==> src/core/lsfr_pkg.sv <==
// Shared constants, types and helpers for the link frame router
package lsfr_pkg;

  // Clock tree: 8 MHz resonator, 1 MHz logic tick
  localparam int OSC_MHZ = 8;
  localparam int TICK_MHZ = 1;
  localparam int OSC_PER_TICK = OSC_MHZ / TICK_MHZ;

  // Frame timing in microseconds, converted to 1 MHz ticks
  localparam int BIT_US = 10;
  localparam int GAP_US = 4;
  localparam int BIT_TICKS = BIT_US * TICK_MHZ;
  localparam int GAP_TICKS = GAP_US * TICK_MHZ;
  localparam int HALF_TICKS = BIT_TICKS / 2;
  localparam int FRAME_BITS = 15;
  localparam int NMI_TICKS = 16;

  // Wire bit positions, first bit sent at index 0
  localparam int POS_START = 0;
  localparam int POS_DATA = 1;
  localparam int POS_ADDR = 9;
  localparam int POS_CMD = 12;
  localparam int POS_PARITY = 13;
  localparam int POS_STOP = 14;

  localparam logic [2:0] UNIVERSAL_ADDR = 3'h0;
  localparam logic [2:0] RESET_MATCH_ADDR = 3'h0;
  localparam logic RESET_POWERUP = 1'b1;
  localparam logic RESET_FWD_MODE = 1'b0;

  // Register view: command bit left of the address
  typedef struct packed {
    logic cmd;
    logic [2:0] addr;
    logic [7:0] data;
  } lsfr_frame_s;

  typedef struct packed {
    logic [2:0] match_addr;
    logic fwd_mode;
    logic powerup;
  } lsfr_cfg_s;

  // Wire view: data, address, then command, parity and stop
  function automatic logic [14:0] lsfr_wire_bits(input lsfr_frame_s f);
    return {1'b1, ^f, f.cmd, f.addr, f.data, 1'b0};
  endfunction : lsfr_wire_bits

endpackage : lsfr_pkg

==> src/core/lsfr_frame_tx.sv <==
// Serial frame transmitter timed by the 1 MHz tick
`timescale 1ns/1ps
module lsfr_frame_tx import lsfr_pkg::*; #(
  parameter int BIT_LEN = BIT_TICKS,
  parameter int GAP_LEN = GAP_TICKS
) (
  input wire logic clk,
  input wire logic rst_n,
  input wire logic tick,
  input wire lsfr_frame_s frame,
  input wire logic valid,
  output logic ready,
  output logic line
);

  typedef enum logic [2:0] {
    TX_IDLE = 3'b001,
    TX_SHIFT = 3'b010,
    TX_GAP = 3'b100
  } lsfr_tx_e;

  // Counters are four bits wide
  if (BIT_LEN < 2 || BIT_LEN > 15 || GAP_LEN < 1 || GAP_LEN > 15) begin : g_bad_timing
    $error("lsfr_frame_tx: timing out of range");
  end

  lsfr_tx_e state;
  logic [14:0] shift;
  logic [3:0] cnt;
  logic [3:0] bitn;

  // Start only on a tick so the start bit is a full period
  assign ready = (state == TX_IDLE) && tick;

  always_ff @(posedge clk or negedge rst_n) begin
    if (!rst_n) begin
      state <= TX_IDLE;
      shift <= 15'h7FFF;
      cnt <= 4'h0;
      bitn <= 4'h0;
      line <= 1'b1;
    end else begin
      case (state)
        TX_IDLE: begin
          if (valid && ready) begin
            shift <= lsfr_wire_bits(frame);
            line <= 1'b0;
            cnt <= 4'h0;
            bitn <= 4'h0;
            state <= TX_SHIFT;
          end
        end
        TX_SHIFT: begin
          if (tick) begin
            if (cnt == 4'(BIT_LEN - 1)) begin
              cnt <= 4'h0;
              if (bitn == 4'(FRAME_BITS - 1)) begin
                line <= 1'b1;
                state <= TX_GAP;
              end else begin
                bitn <= bitn + 4'h1;
                line <= shift[bitn + 4'h1];
              end
            end else begin
              cnt <= cnt + 4'h1;
            end
          end
        end
        TX_GAP: begin
          if (tick) begin
            if (cnt == 4'(GAP_LEN - 1)) begin
              state <= TX_IDLE;
            end else begin
              cnt <= cnt + 4'h1;
            end
          end
        end
        default: state <= TX_IDLE;
      endcase
    end
  end

  property p_tx_start_low;
    @(posedge clk) disable iff (!rst_n) (valid && ready) |=> !line && state == TX_SHIFT;
  endproperty
  a_tx_start_low: assert property (p_tx_start_low) else $error("start bit not low");

  property p_tx_bit_stable;
    @(posedge clk) disable iff (!rst_n)
      (state == TX_SHIFT && !(tick && cnt == 4'(BIT_LEN - 1))) |=> $stable(line);
  endproperty
  a_tx_bit_stable: assert property (p_tx_bit_stable) else $error("bit changed early");

  property p_tx_gap_idle;
    @(posedge clk) disable iff (!rst_n) (state == TX_GAP) |-> line && !ready;
  endproperty
  a_tx_gap_idle: assert property (p_tx_gap_idle) else $error("gap not idle high");

  c_tx_frame: cover property (@(posedge clk) disable iff (!rst_n)
    state == TX_GAP ##1 state == TX_IDLE);

endmodule : lsfr_frame_tx

==> src/core/lsfr_router.sv <==
// Device-side link frame router: receive, route, interrupt, reset and clocks
// Functional notes
// - Frame is exactly fifteen bits
// - Each bit lasts ten microseconds
// - Idle high, low start, high stop
// - At least four microseconds idle between frames
// - Odd parity over all fifteen bits, checked
// - Forward mode retransmits upstream frames downstream
// - Forward mode buffers return input straight to return output
// - Turnaround mode sends processed frames out return
// - Interrupt only on address match or error
// - Processor reset low at power-up and command
// - 8 MHz halved to 4 MHz processor clock
// - Own logic runs from 1 MHz tick
// - Return output drives upstream return or host
// - Reset: address zero, power-up set, turnaround
// - Three-bit address, zero is universal
// - Command bit left of address in registers
`timescale 1ns/1ps
module lsfr_router import lsfr_pkg::*; #(
  parameter logic [7:0] HARD_RESET_OP = 8'h0F,
  parameter int NMI_LEN = NMI_TICKS
) (
  input wire logic clk,
  input wire logic rst_n,
  input wire logic osc_in,
  output logic cpu_clk,
  output logic nmi_n,
  input wire logic link_in,
  output logic link_out,
  input wire logic return_input,
  output logic return_output,
  output logic irq,
  input wire logic irq_ack,
  output lsfr_frame_s host_frame,
  output logic host_err,
  input wire lsfr_frame_s tx_frame,
  input wire logic tx_valid,
  output logic tx_ready,
  input wire logic cfg_we,
  input wire lsfr_cfg_s cfg_in,
  output lsfr_cfg_s cfg_state
);

  typedef enum logic [2:0] {
    RX_IDLE = 3'b001,
    RX_START = 3'b010,
    RX_BITS = 3'b100
  } lsfr_rx_e;

  // Hold counter is five bits wide
  if (NMI_LEN < 1 || NMI_LEN > 31) begin : g_bad_nmi_len
    $error("lsfr_router: NMI_LEN out of range");
  end

  logic rst_a;
  logic rst_q;
  logic osc_a, osc_b, osc_c;
  logic in_a, in_b, in_c;
  logic ret_a, ret_b;
  logic [2:0] osc_cnt;
  logic tick;
  logic osc_rise;
  lsfr_rx_e rx_state;
  logic [3:0] rx_cnt;
  logic [3:0] rx_bitn;
  logic [14:0] rx_word;
  logic rx_done;
  lsfr_frame_s rx_frame;
  logic rx_err;
  logic rx_match;
  logic hard_cmd;
  logic [4:0] nmi_cnt;
  lsfr_frame_s fwd_frame;
  logic fwd_pend;
  logic txr_ready;
  logic tx_line;
  lsfr_frame_s txr_frame;
  logic txr_valid;

  // Reset release through two flops, assertion stays asynchronous
  always_ff @(posedge clk or negedge rst_n) begin
    if (!rst_n) begin
      rst_a <= 1'b0;
      rst_q <= 1'b0;
    end else begin
      rst_a <= 1'b1;
      rst_q <= rst_a;
    end
  end

  // Pin synchronisers; second stage feeds logic, third stage (osc_c, in_c) only for edge detection
  always_ff @(posedge clk or negedge rst_q) begin
    if (!rst_q) begin
      osc_a <= 1'b0;
      osc_b <= 1'b0;
      osc_c <= 1'b0;
      in_a <= 1'b1;
      in_b <= 1'b1;
      in_c <= 1'b1;
      ret_a <= 1'b1;
      ret_b <= 1'b1;
    end else begin
      osc_a <= osc_in;
      osc_b <= osc_a;
      osc_c <= osc_b;
      in_a <= link_in;
      in_b <= in_a;
      in_c <= in_b;
      ret_a <= return_input;
      ret_b <= ret_a;
    end
  end

  assign osc_rise = osc_b && !osc_c;
  assign tick = osc_rise && (osc_cnt == 3'(OSC_PER_TICK - 1));

  // Clock dividers follow resonator edges, not the fast clock
  always_ff @(posedge clk or negedge rst_q) begin
    if (!rst_q) begin
      cpu_clk <= 1'b0;
      osc_cnt <= 3'h0;
    end else if (osc_rise) begin
      cpu_clk <= !cpu_clk;
      osc_cnt <= osc_cnt + 3'h1;
    end
  end

  // Receiver: half-bit wait confirms start, then one sample per bit
  always_ff @(posedge clk or negedge rst_q) begin
    if (!rst_q) begin
      rx_state <= RX_IDLE;
      rx_cnt <= 4'h0;
      rx_bitn <= 4'h0;
      rx_word <= 15'h7FFF;
      rx_done <= 1'b0;
    end else begin
      rx_done <= 1'b0;
      case (rx_state)
        RX_IDLE: begin
          if (in_c && !in_b) begin
            rx_cnt <= 4'h0;
            rx_state <= RX_START;
          end
        end
        RX_START: begin
          if (tick) begin
            if (rx_cnt == 4'(HALF_TICKS - 1)) begin
              rx_cnt <= 4'h0;
              rx_bitn <= 4'h1;
              rx_word[POS_START] <= in_b;
              rx_state <= in_b ? RX_IDLE : RX_BITS;
            end else begin
              rx_cnt <= rx_cnt + 4'h1;
            end
          end
        end
        RX_BITS: begin
          if (tick) begin
            if (rx_cnt == 4'(BIT_TICKS - 1)) begin
              rx_cnt <= 4'h0;
              rx_word[rx_bitn] <= in_b;
              rx_bitn <= rx_bitn + 4'h1;
              if (rx_bitn == 4'(FRAME_BITS - 1)) begin
                rx_done <= 1'b1;
                rx_state <= RX_IDLE;
              end
            end else begin
              rx_cnt <= rx_cnt + 4'h1;
            end
          end
        end
        default: rx_state <= RX_IDLE;
      endcase
    end
  end

  // Command bit comes after the address on the wire, left of it here
  assign rx_frame = lsfr_frame_s'(rx_word[POS_CMD:POS_DATA]);
  assign rx_err = !rx_word[POS_STOP] || !(^rx_word);
  assign rx_match = (rx_frame.addr == cfg_state.match_addr)
                    || (rx_frame.addr == UNIVERSAL_ADDR);
  assign hard_cmd = rx_done && !rx_err && rx_match && rx_frame.cmd
                    && (rx_frame.data == HARD_RESET_OP);

  // Configuration held by the local processor
  always_ff @(posedge clk or negedge rst_q) begin
    if (!rst_q) begin
      cfg_state.match_addr <= RESET_MATCH_ADDR;
      cfg_state.fwd_mode <= RESET_FWD_MODE;
      cfg_state.powerup <= RESET_POWERUP;
    end else if (cfg_we) begin
      cfg_state.match_addr <= cfg_in.match_addr;
      cfg_state.fwd_mode <= cfg_in.fwd_mode;
      cfg_state.powerup <= cfg_in.powerup && cfg_state.powerup;
    end
  end

  // Interrupt holds until acknowledged; a new event beats the ack
  always_ff @(posedge clk or negedge rst_q) begin
    if (!rst_q) begin
      irq <= 1'b0;
      host_frame <= '0;
      host_err <= 1'b0;
    end else if (rx_done && (rx_err || rx_match)) begin
      irq <= 1'b1;
      host_frame <= rx_frame;
      host_err <= rx_err;
    end else if (irq_ack) begin
      irq <= 1'b0;
    end
  end

  // Frames for others pass on untouched; bad frames are dropped
  always_ff @(posedge clk or negedge rst_q) begin
    if (!rst_q) begin
      fwd_pend <= 1'b0;
      fwd_frame <= '0;
    end else if (rx_done && !rx_err && !rx_match) begin
      fwd_pend <= 1'b1;
      fwd_frame <= rx_frame;
    end else if (txr_ready) begin
      fwd_pend <= 1'b0;
    end
  end

  // Pass-on traffic first; processor frames wait behind it
  assign txr_valid = fwd_pend || tx_valid;
  assign txr_frame = fwd_pend ? fwd_frame : tx_frame;
  assign tx_ready = txr_ready && !fwd_pend;

  lsfr_frame_tx #(
    .BIT_LEN(BIT_TICKS),
    .GAP_LEN(GAP_TICKS)
  ) u_tx (
    .clk(clk),
    .rst_n(rst_q),
    .tick(tick),
    .frame(txr_frame),
    .valid(txr_valid),
    .ready(txr_ready),
    .line(tx_line)
  );

  // Mode switch mid-frame can cut a frame; software switches when idle
  always_ff @(posedge clk or negedge rst_q) begin
    if (!rst_q) begin
      link_out <= 1'b1;
      return_output <= 1'b1;
    end else begin
      link_out <= cfg_state.fwd_mode ? tx_line : 1'b1;
      return_output <= cfg_state.fwd_mode ? ret_b : tx_line;
    end
  end

  // Processor reset: low through reset and for a while after
  always_ff @(posedge clk or negedge rst_q) begin
    if (!rst_q) begin
      nmi_cnt <= 5'(NMI_LEN);
      nmi_n <= 1'b0;
    end else begin
      if (hard_cmd) begin
        nmi_cnt <= 5'(NMI_LEN);
      end else if (tick && nmi_cnt != 5'h00) begin
        nmi_cnt <= nmi_cnt - 5'h01;
      end
      nmi_n <= (nmi_cnt == 5'h00) && !hard_cmd;
    end
  end

  property p_reset_cfg;
    @(posedge clk) $rose(rst_q) |-> cfg_state.match_addr == RESET_MATCH_ADDR
      && cfg_state.powerup && !cfg_state.fwd_mode && !nmi_n;
  endproperty
  a_reset_cfg: assert property (p_reset_cfg) else $error("bad reset state");

  property p_nmi_cmd;
    @(posedge clk) disable iff (!rst_q) hard_cmd |=> !nmi_n [*3];
  endproperty
  a_nmi_cmd: assert property (p_nmi_cmd) else $error("nmi not driven low");

  property p_irq_cause;
    @(posedge clk) disable iff (!rst_q) $rose(irq) |-> $past(rx_done && (rx_err || rx_match));
  endproperty
  a_irq_cause: assert property (p_irq_cause) else $error("irq without cause");

  property p_irq_set;
    @(posedge clk) disable iff (!rst_q)
      rx_done && (rx_err || rx_match) |=> irq && host_frame == $past(rx_frame);
  endproperty
  a_irq_set: assert property (p_irq_set) else $error("event not flagged");

  property p_parity;
    @(posedge clk) disable iff (!rst_q) rx_done && rx_word[POS_STOP] && !(^rx_word) |=> host_err;
  endproperty
  a_parity: assert property (p_parity) else $error("parity error missed");

  property p_pass_on;
    @(posedge clk) disable iff (!rst_q)
      rx_done && !rx_err && !rx_match |=> fwd_pend && !$rose(irq);
  endproperty
  a_pass_on: assert property (p_pass_on) else $error("frame not passed on");

  property p_return_buf;
    @(posedge clk) disable iff (!rst_q)
      cfg_state.fwd_mode && $past(cfg_state.fwd_mode) |-> return_output == $past(ret_b);
  endproperty
  a_return_buf: assert property (p_return_buf) else $error("return path altered");

  property p_turnaround;
    @(posedge clk) disable iff (!rst_q) !cfg_state.fwd_mode |=> link_out;
  endproperty
  a_turnaround: assert property (p_turnaround) else $error("downstream driven");

  property p_cpu_clk;
    @(posedge clk) disable iff (!rst_q) osc_rise |=> cpu_clk != $past(cpu_clk);
  endproperty
  a_cpu_clk: assert property (p_cpu_clk) else $error("cpu clock not divided");

  // Separate count of resonator edges, so the divider is checked from outside
  logic [3:0] osc_seen;
  always_ff @(posedge clk or negedge rst_q) begin
    if (!rst_q) begin
      osc_seen <= 4'h0;
    end else if (tick) begin
      osc_seen <= 4'h0;
    end else if (osc_rise) begin
      osc_seen <= osc_seen + 4'h1;
    end
  end

  property p_tick_rate;
    @(posedge clk) disable iff (!rst_q) osc_rise |-> tick == (osc_seen == 4'(OSC_PER_TICK - 1));
  endproperty
  a_tick_rate: assert property (p_tick_rate) else $error("tick rate wrong");

  c_match: cover property (@(posedge clk) disable iff (!rst_q) rx_done && rx_match && !rx_err);
  c_error: cover property (@(posedge clk) disable iff (!rst_q) rx_done && rx_err);
  c_hard: cover property (@(posedge clk) disable iff (!rst_q) hard_cmd);
  c_fwd: cover property (@(posedge clk) disable iff (!rst_q) fwd_pend && txr_ready);

endmodule : lsfr_router

==> config.mk <==
export PLATFORM = sky130hd
export DESIGN_NAME = lsfr_router
export DESIGN_NICKNAME = d
export VERILOG_FILES = /design/src/core/lsfr_pkg.sv /design/src/core/lsfr_frame_tx.sv /design/src/core/lsfr_router.sv
export SDC_FILE = /design/constraint.sdc
export NUM_CORES = 1
export LEC_CHECK = 0
export ABC_AREA = 1
export BUFFER_PORTS_ARGS = -buffer_cell sky130_fd_sc_hd__buf_2
export CORE_UTILIZATION = 28
export CTS_CLUSTER_SIZE = 24
export DETAILED_ROUTE_END_ITERATION = 8
export HOLD_SLACK_MARGIN = 0.02
export PLACE_DENSITY = 0.45
export SYNTH_ARGS = -nofsm -noshare
export SYNTH_HDL_FRONTEND = slang
export SYNTH_HIERARCHICAL = 1
export SYNTH_SLANG_ARGS = --single-unit
==> constraint.sdc <==
create_clock -name clk -period 3.4 [get_ports clk]
set_input_delay 0.34 -clock clk [delete_from_list [all_inputs] [get_ports clk]]
set_output_delay 0.34 -clock clk [all_outputs]
set_load 0.005 [all_outputs]
==> impl_metrics.sql, run 1 <==
INSERT INTO impl_metrics (metric_group, metric, value, unit) VALUES
('finish', 'nNetsFinal', '810', ''),
('die', 'die_y', '146', 'um'),
('critical_path', 'crit_start', 'osc_cnt[0]$_DFFE_PN0P_', ''),
('clock_network', 'post_cts_buffers', '0', ''),
('placement', 'port-buffer-count', '48', ''),
('clock_network', 'tritoncts', 'done', ''),
('route', 'routed_via_count', '4548', ''),
('run', 'cap_violations', '0', ''),
('clock_network', 'ctsRootBufferMaster', 'sky130_fd_sc_hd__clkbuf_16', ''),
('grt', 'first_global_vias', '4554', ''),
('critical_path', 'rrSetupSlack', '1.38', 'ns'),
('finish', 'layout_commonest_cell', 'sky130_fd_sc_hd__nand2_1', ''),
('run_status', 'result_of_the_run', 'complete, no violations', ''),
('die', 'row_count', '52', ''),
('critical_path', 'start_kind', 'flip-flop', ''),
('sta', 'timing.hold.ws', '0.0884', 'ns'),
('pwr', 'leakage', '3.30', 'nW'),
('die', 'initial_utilization', '28.7', '%'),
('grt', 'grt-ovfl-total', '0', ''),
('critical_path', 'crit_slowest_cell', 'sky130_fd_sc_hd__dfrtp_1', ''),
('critical_path', 'max_fanout_on_critical_path', '6', ''),
('synth', 'avgSynthCellArea', '8.05', 'um^2'),
('sta', 'setup_tns', '0', 'ns'),
('pwr', 'proportion_of_power_drawn_by_combinational_gates', '27.0', '%'),
('clock_network', 'h-tree-depth', '3', ''),
('pwr', 'power', '3.53', 'mW'),
('route', 'postRouteWirelength', '13.1', 'mm'),
('finish', 'mostFrequentLayoutCells', '253 x sky130_fd_sc_hd__nand2_1, 82 x sky130_fd_sc_hd__inv_1, 65 x sky130_fd_sc_hd__dfrtp_1', ''),
('sta', 'finalSetupViolCount', '0', ''),
('finish', 'share_of_layout_cells_above_drive_strength_1', '21.3', '%'),
('grt', 'groute.usage.overall', '13.2', '%'),
('synth', 'syn-cell-area', '5840', 'um^2'),
('placement', 'placed_area', '6340', 'um^2'),
('synth', 'synth_warnings', '6', ''),
('die', 'die_x', '146', 'um'),
('synth', 'synth_seq_cells', '107', ''),
('die', 'floorplan.core_area', '20400', 'um^2'),
('critical_path', 'critPathCapture', 'tx_ready', ''),
('route', 'drt_iter0_markers', '170', ''),
('pwr', 'clkPwrFrac', '28.0', '%'),
('sta', 'unrepaired_setup_endpoints_after_global_routing', 'false', ''),
('sta', 'slew_viol_final', '0', ''),
('finish', 'area.growth.synth_to_final', '13.3', '%'),
('critical_path', 'cpPeakStageDelay', '0.38', 'ns'),
('pwr', 'internal_power', '2.31', 'mW'),
('grt', 'grt_antenna_before_repair', '0', ''),
('die', 'die_area', '21400', 'um^2'),
('min_path', 'timing.hold.worst.class', 'in2reg', ''),
('route', 'drt_pre_antenna_iters', '4', ''),
('route', 'drc_errors', '0', ''),
('placement', 'place.detailed.hpwl', '9.60', 'mm'),
('synth', 'ys_seq_area_share', '46.8', '%'),
('clock_network', 'insertion_delay', '0.35', 'ns'),
('sta', 'slew_headroom', '45.7', '%'),
('clock_network', 'worst_setup_hold_path_clk_slew', '0.07', 'ns'),
('grt', 'grt_start_max_net_pins', '61', ''),
('finish', 'num_antenna_cells', '0', ''),
('sta', 'fin_crit_period', '2.19', 'ns'),
('route', 'routed_via_density', '4.35', ''),
('clock_network', 'cts-buffers-inserted', '9', ''),
('die', 'ios', '49', ''),
('critical_path', 'crit-reg2reg-launch', 'rx_word[12]$_DFFE_PN1P_', ''),
('pwr', 'power_density', '533', 'nW/um^2'),
('critical_path', 'critical_path_required', '3.06', 'ns'),
('finish', 'fillers', '2186', ''),
('critical_path', 'crit-reg2reg-capture', 'nmi_n$_DFF_PN0_', ''),
('finish', 'final_design_area_no_fill', '6610', 'um^2'),
('synth', 'mapped_cells', '725', ''),
('route', 'detail-route-antenna-nets', '0', ''),
('pwr', 'irDropWorstVdd', '230', 'uV'),
('synth', 'synth_nets', '765', '');
through the flow:
stage	worst slack, ns	utilization, %	instances
final	1.21	32.5	1045
after global routing	1.02	32.5	1045
after CTS	1.15	32.5	1045
after detailed placement	1.38	31.1	1028
after global placement	1.38	31.1	1028
after floorplan	0.270	-	725
registers in the layout, summed over array words and instances, names as in the netlist, 4 cells and up:
register    flops
host_frame     12
rx_word        15
rx_cnt          4
cfg_state       5
nmi_cnt         5
u_tx/bitn       4
u_tx/shift     14
u_tx/cnt        4
fwd_frame      12
rx_bitn         4
power by group through the flow:
stage | combinational [mW] | sequential [mW] | clock [mW]
after floorplan | 0.771 | 1.57 | 0
after global placement | 0.961 | 1.61 | 0
after detailed placement | 0.961 | 1.61 | 0
after CTS | 0.964 | 1.59 | 1.03
after global routing | 1.10 | 1.61 | 1.08
final | 0.953 | 1.59 | 0.986
logic make-up after synthesis:
family	Yosys count	share of synthesized area, %
AOI/OAI and AO/OA	57	5.19
buffers and inverters	113	8.17
and+or+nand+nor	409	32.9
muxes	6	1.16
other	1	0.0642
adders and majority gates	15	3.22
DFF	107	46.8
xor gates and xnor gates	17	2.55
cells in the mapped netlist, drive strengths merged:
cell,instances,area [um^2]
clkinv,2,8.75
and3,1,11.3
or4,1,7.51
o22ai,1,6.26
nand2b,1,6.26
inv,94,360
a21boi,2,15.0
o21ai,46,238
buf,13,92.6
a21oi,8,43.8
nand4,20,146
xor2,11,96.3
dfstp,41,1080
nor4,1,6.26
nand3,60,323
conb,1,3.75
or2,2,12.5
clkbuf,4,15.0
nand3b,4,30.0
xnor2,6,52.6
ha,15,188
nor2,33,168
dfrtp,66,1650
mux2,6,67.6
nand2,279,1170
nor3,7,40.0
worst min path at each step:
stage	start	to	slack [ns]	cells past startpoint
after floorplan	rst_n	rst_a$_DFF_PN0_	0.04	0
after global placement	rst_n	rst_a$_DFF_PN0_	0.13	1
after global routing	return_input	ret_a$_DFF_PN1_	0.07	1
after CTS	link_in	in_a$_DFF_PN1_	0.07	1
after detailed placement	rst_n	rst_a$_DFF_PN0_	0.13	1
final	link_in	in_a$_DFF_PN1_	0.09	1
timing repair:
item / 4_1_cts / 5_1_grt
resized for setup: 0 / 0
hold buffers: 1 / 0
endpoints found under the hold margin: 2 / 0
final cells by class:
| type | instances | area (um^2) | share of cell area, % |
|---|---|---|---|
| flip-flops and latches | 107 | 2730 | 41.3 |
| clock inverters | 3 | 15.0 | 0.227 |
| inverters | 96 | 369 | 5.58 |
| well taps | 270 | 338 | 5.11 |
| multi-input cells | 505 | 2630 | 39.8 |
| clock buffers | 13 | 250 | 3.78 |
| repair buffers | 51 | 278 | 4.20 |
critical path, delay by kind of cell (launching register included):
kind | cells | cell delay [ns]
AND/OR/NAND/NOR | 3 | 0.38
buffers and inverters | 4 | 0.46
adder cells (fa/ha/maj) | 2 | 0.29
flip-flops | 1 | 0.38
per-layer routing:
| layer | GRT usage, % | vias up | routed length, um |
|---|---|---|---|
| met2 | 20.6 | 52 | 5840 |
| li1 | - | 2368 | - |
| met5 | 0 | - | 0 |
| met4 | 5.21 | 0 | 215 |
| met1 | 18.4 | 2115 | 6730 |
| met3 | 1.81 | 13 | 272 |
(Power assumes the default switching activity.)
==> run 2: changes to the inputs <==
Clock period 3.4 ns to 1.9 ns, I/O delays scaled along.
==> run 2 against run 1 <==
Global-route usage rose by 0.10 points. Non-clock buffer count rose by 49. Sequential power rose by 75%. Highest routed layer unchanged.
==> impl_metrics.sql, run 2 (synthesis gave the netlist of run 1 again) <==
INSERT INTO impl_metrics (metric_group, metric, value, unit) VALUES
('die', 'die_area', '21400', 'um^2'),
('route', 'postRouteWirelength', '13.6', 'mm'),
('grt', 'grt_start_max_net_pins', '36', ''),
('route', 'drt_pre_antenna_iters', '4', ''),
('die', 'initial_utilization', '28.7', '%'),
('route', 'drc_errors', '0', ''),
('clock_network', 'insertion_delay', '0.36', 'ns'),
('critical_path', 'crit_arrival', '2.14', 'ns'),
('finish', 'final_design_area_no_fill', '7220', 'um^2'),
('placement', 'port-buffer-count', '48', ''),
('pwr', 'power', '6.75', 'mW'),
('grt', 'wire_length_of_the_first_global_routing_pass', '22.4', 'mm'),
('run_status', 'result_of_the_run', 'complete, no violations', ''),
('sta', 'count_of_final_hold_check_violations', '0', ''),
('critical_path', 'reg2reg_depth', '13', ''),
('sta', 'finalSetupViolCount', '0', ''),
('min_path', 'timing.hold.worst.class', 'in2reg', ''),
('finish', 'largest_registers', 'rx_word: 15 flops, u_tx/shift: 14 flops', ''),
('placement', 'place.detailed.hpwl', '10.1', 'mm'),
('clock_network', 'cts-buffers-inserted', '9', ''),
('critical_path', 'start_kind', 'flip-flop', ''),
('die', 'die_y', '146', 'um'),
('sta', 'unrepaired_setup_endpoints_after_global_routing', 'true', ''),
('placement', 'globalplace.congestion', '0.751', ''),
('route', 'detail-route-antenna-nets', '0', ''),
('sta', 'slew_viol_final', '0', ''),
('clock_network', 'clock-sinks', '107', ''),
('finish', 'layout_commonest_cell', 'sky130_fd_sc_hd__nand2_1', ''),
('critical_path', 'max_fanout_on_critical_path', '7', ''),
('clock_network', 'clock_tree.buffer_depth', '2', ''),
('finish', 'num_antenna_cells', '0', ''),
('min_path', 'min_delay_path_depth', '3', ''),
('die', 'ios', '49', ''),
('pwr', 'irDropWorstVdd', '408', 'uV'),
('critical_path', 'crit_type', 'reg2reg', ''),
('clock_network', 'tritoncts', 'done', ''),
('critical_path', 'crit-reg2reg-launch', 'rx_word[1]$_DFFE_PN1P_', ''),
('finish', 'area.growth.synth_to_final', '23.6', '%'),
('critical_path', 'rrSetupSlack', '0.06', 'ns'),
('sta', 'setup_tns', '0', 'ns'),
('sta', 'final_ws_setup', '0.0555', 'ns'),
('pwr', 'leakage', '3.60', 'nW'),
('min_path', 'worst_hold_path.endpoint', 'cfg_state[0]$_DFFE_PN1P_', ''),
('finish', 'postLayoutCoreUtil', '35.4', '%'),
('critical_path', 'critical_path_required', '2.20', 'ns'),
('finish', 'share_of_layout_cells_above_drive_strength_1', '29.2', '%'),
('clock_network', 'worst_setup_hold_path_clk_slew', '0.07', 'ns'),
('route', 'routed_via_density', '4.27', ''),
('grt', 'grt-ovfl-total', '0', ''),
('min_path', 'holdCritStartpoint', 'cfg_in[0]', ''),
('die', 'row_count', '52', ''),
('clock_network', 'ctsRootBufferMaster', 'sky130_fd_sc_hd__clkbuf_16', ''),
('sta', 'maxClockFrequency', '542', 'MHz'),
('run', 'cap_violations', '0', ''),
('placement', 'dp.cells', '1053', ''),
('sta', 'worst_clock_skew', '0.00819', 'ns'),
('die', 'floorplan.core_area', '20400', 'um^2'),
('finish', 'mostFrequentLayoutCells', '240 x sky130_fd_sc_hd__nand2_1, 76 x sky130_fd_sc_hd__inv_1, 65 x sky130_fd_sc_hd__dfrtp_1', ''),
('placement', 'pre_cts_ws', '0.0340', 'ns'),
('grt', 'first_global_vias', '4422', ''),
('critical_path', 'timing.critical_path.to_type', 'flip-flop', ''),
('pwr', 'power_density', '936', 'nW/um^2'),
('clock_network', 'h-tree-depth', '3', ''),
('grt', 'groute.usage.overall', '13.3', '%'),
('critical_path', 'crit-reg2reg-capture', 'fwd_frame[2]$_DFFE_PN0P_', ''),
('finish', 'number_of_flip_flops_in_the_largest_register', '15', ''),
('sta', 'final.period_utilization', '97.1', '%'),
('finish', 'final-instance-count-excl-fill', '1094', ''),
('route', 'drt_iter0_markers', '180', ''),
('route', 'wl_per_cell', '12.5', 'um'),
('die', 'die_x', '146', 'um'),
('grt', 'grt_antenna_before_repair', '0', ''),
('sta', 'fin_crit_period', '1.84', 'ns'),
('finish', 'top_register', 'rx_word', ''),
('sta', 'timing.hold.ws', '0.0447', 'ns'),
('route', 'routed_via_count', '4674', ''),
('placement', 'placed_area', '6550', 'um^2'),
('finish', 'nNetsFinal', '859', '');
-- run 2: worst max-delay path by stage --
stage,slack [ns],cells after the start,to,start
floorplan,0.15,0,cfg_state[1]$_DFFE_PN0P_,rst_q$_DFF_PN0_
global placement,0.05,10,host_frame[5]$_DFFE_PN0P_,rx_word[3]$_DFFE_PN1P_
detailed placement,0.03,13,fwd_frame[2]$_DFFE_PN0P_,rx_word[9]$_DFFE_PN1P_
CTS,0.009,9,tx_ready,osc_cnt[1]$_DFFE_PN0P_
global route,-0.06,13,fwd_frame[1]$_DFFE_PN0P_,rx_word[1]$_DFFE_PN1P_
finish,0.06,13,fwd_frame[2]$_DFFE_PN0P_,rx_word[1]$_DFFE_PN1P_
-- run 2: cell type report --
cell class | count | area, um^2
fillers | 2162 | 13100
multi-input cells | 505 | 2750
flip-flops and latches | 107 | 2730
repair buffers | 100 | 688
inverters | 96 | 387
well taps | 270 | 338
clock buffers | 11 | 243
clock inverters | 5 | 76.3
-- run 2: routing by layer --
layer,track usage [%],up-vias,routed length (um)
met5,0,-,0
met4,4.38,0,183
met3,2.88,11,348
met2,21.3,42,6330
met1,17.8,2155,6770
li1,-,2466,-
-- run 2: worst max-delay path: stages, from the launching register on --
cell	delay [ns]
sky130_fd_sc_hd__dfstp_2	0.58
sky130_fd_sc_hd__nand2_2	0.08
sky130_fd_sc_hd__nand2_4	0.09
sky130_fd_sc_hd__inv_2	0.05
sky130_fd_sc_hd__nand2_2	0.06
sky130_fd_sc_hd__nand2_1	0.05
sky130_fd_sc_hd__nand2_1	0.06
sky130_fd_sc_hd__nand2_2	0.10
sky130_fd_sc_hd__nand2_4	0.12
sky130_fd_sc_hd__nand2_4	0.06
sky130_fd_sc_hd__nor2_4	0.21
sky130_fd_sc_hd__buf_6	0.15
sky130_fd_sc_hd__nand4_1	0.10
sky130_fd_sc_hd__nand2_1	0.08
-- run 2: repair_timing --
item / CTS / global route
setup buffers: 3 / 17
cloned: 0 / 0
hold endpoints to repair: 6 / 0
resized for setup: 3 / 43
setup endpoints to repair: 1 / 48
hold buffers: 5 / 0
pin swaps: 1 / 19
-- run 2: power by group --
group / switching, mW / leakage, nW / internal (mW)
logic: 1.21 / 2.16 / 0.717
clock network: 0.854 / 0.153 / 1.19
registers: 0.169 / 1.29 / 2.61
total: 2.24 / 3.60 / 4.52
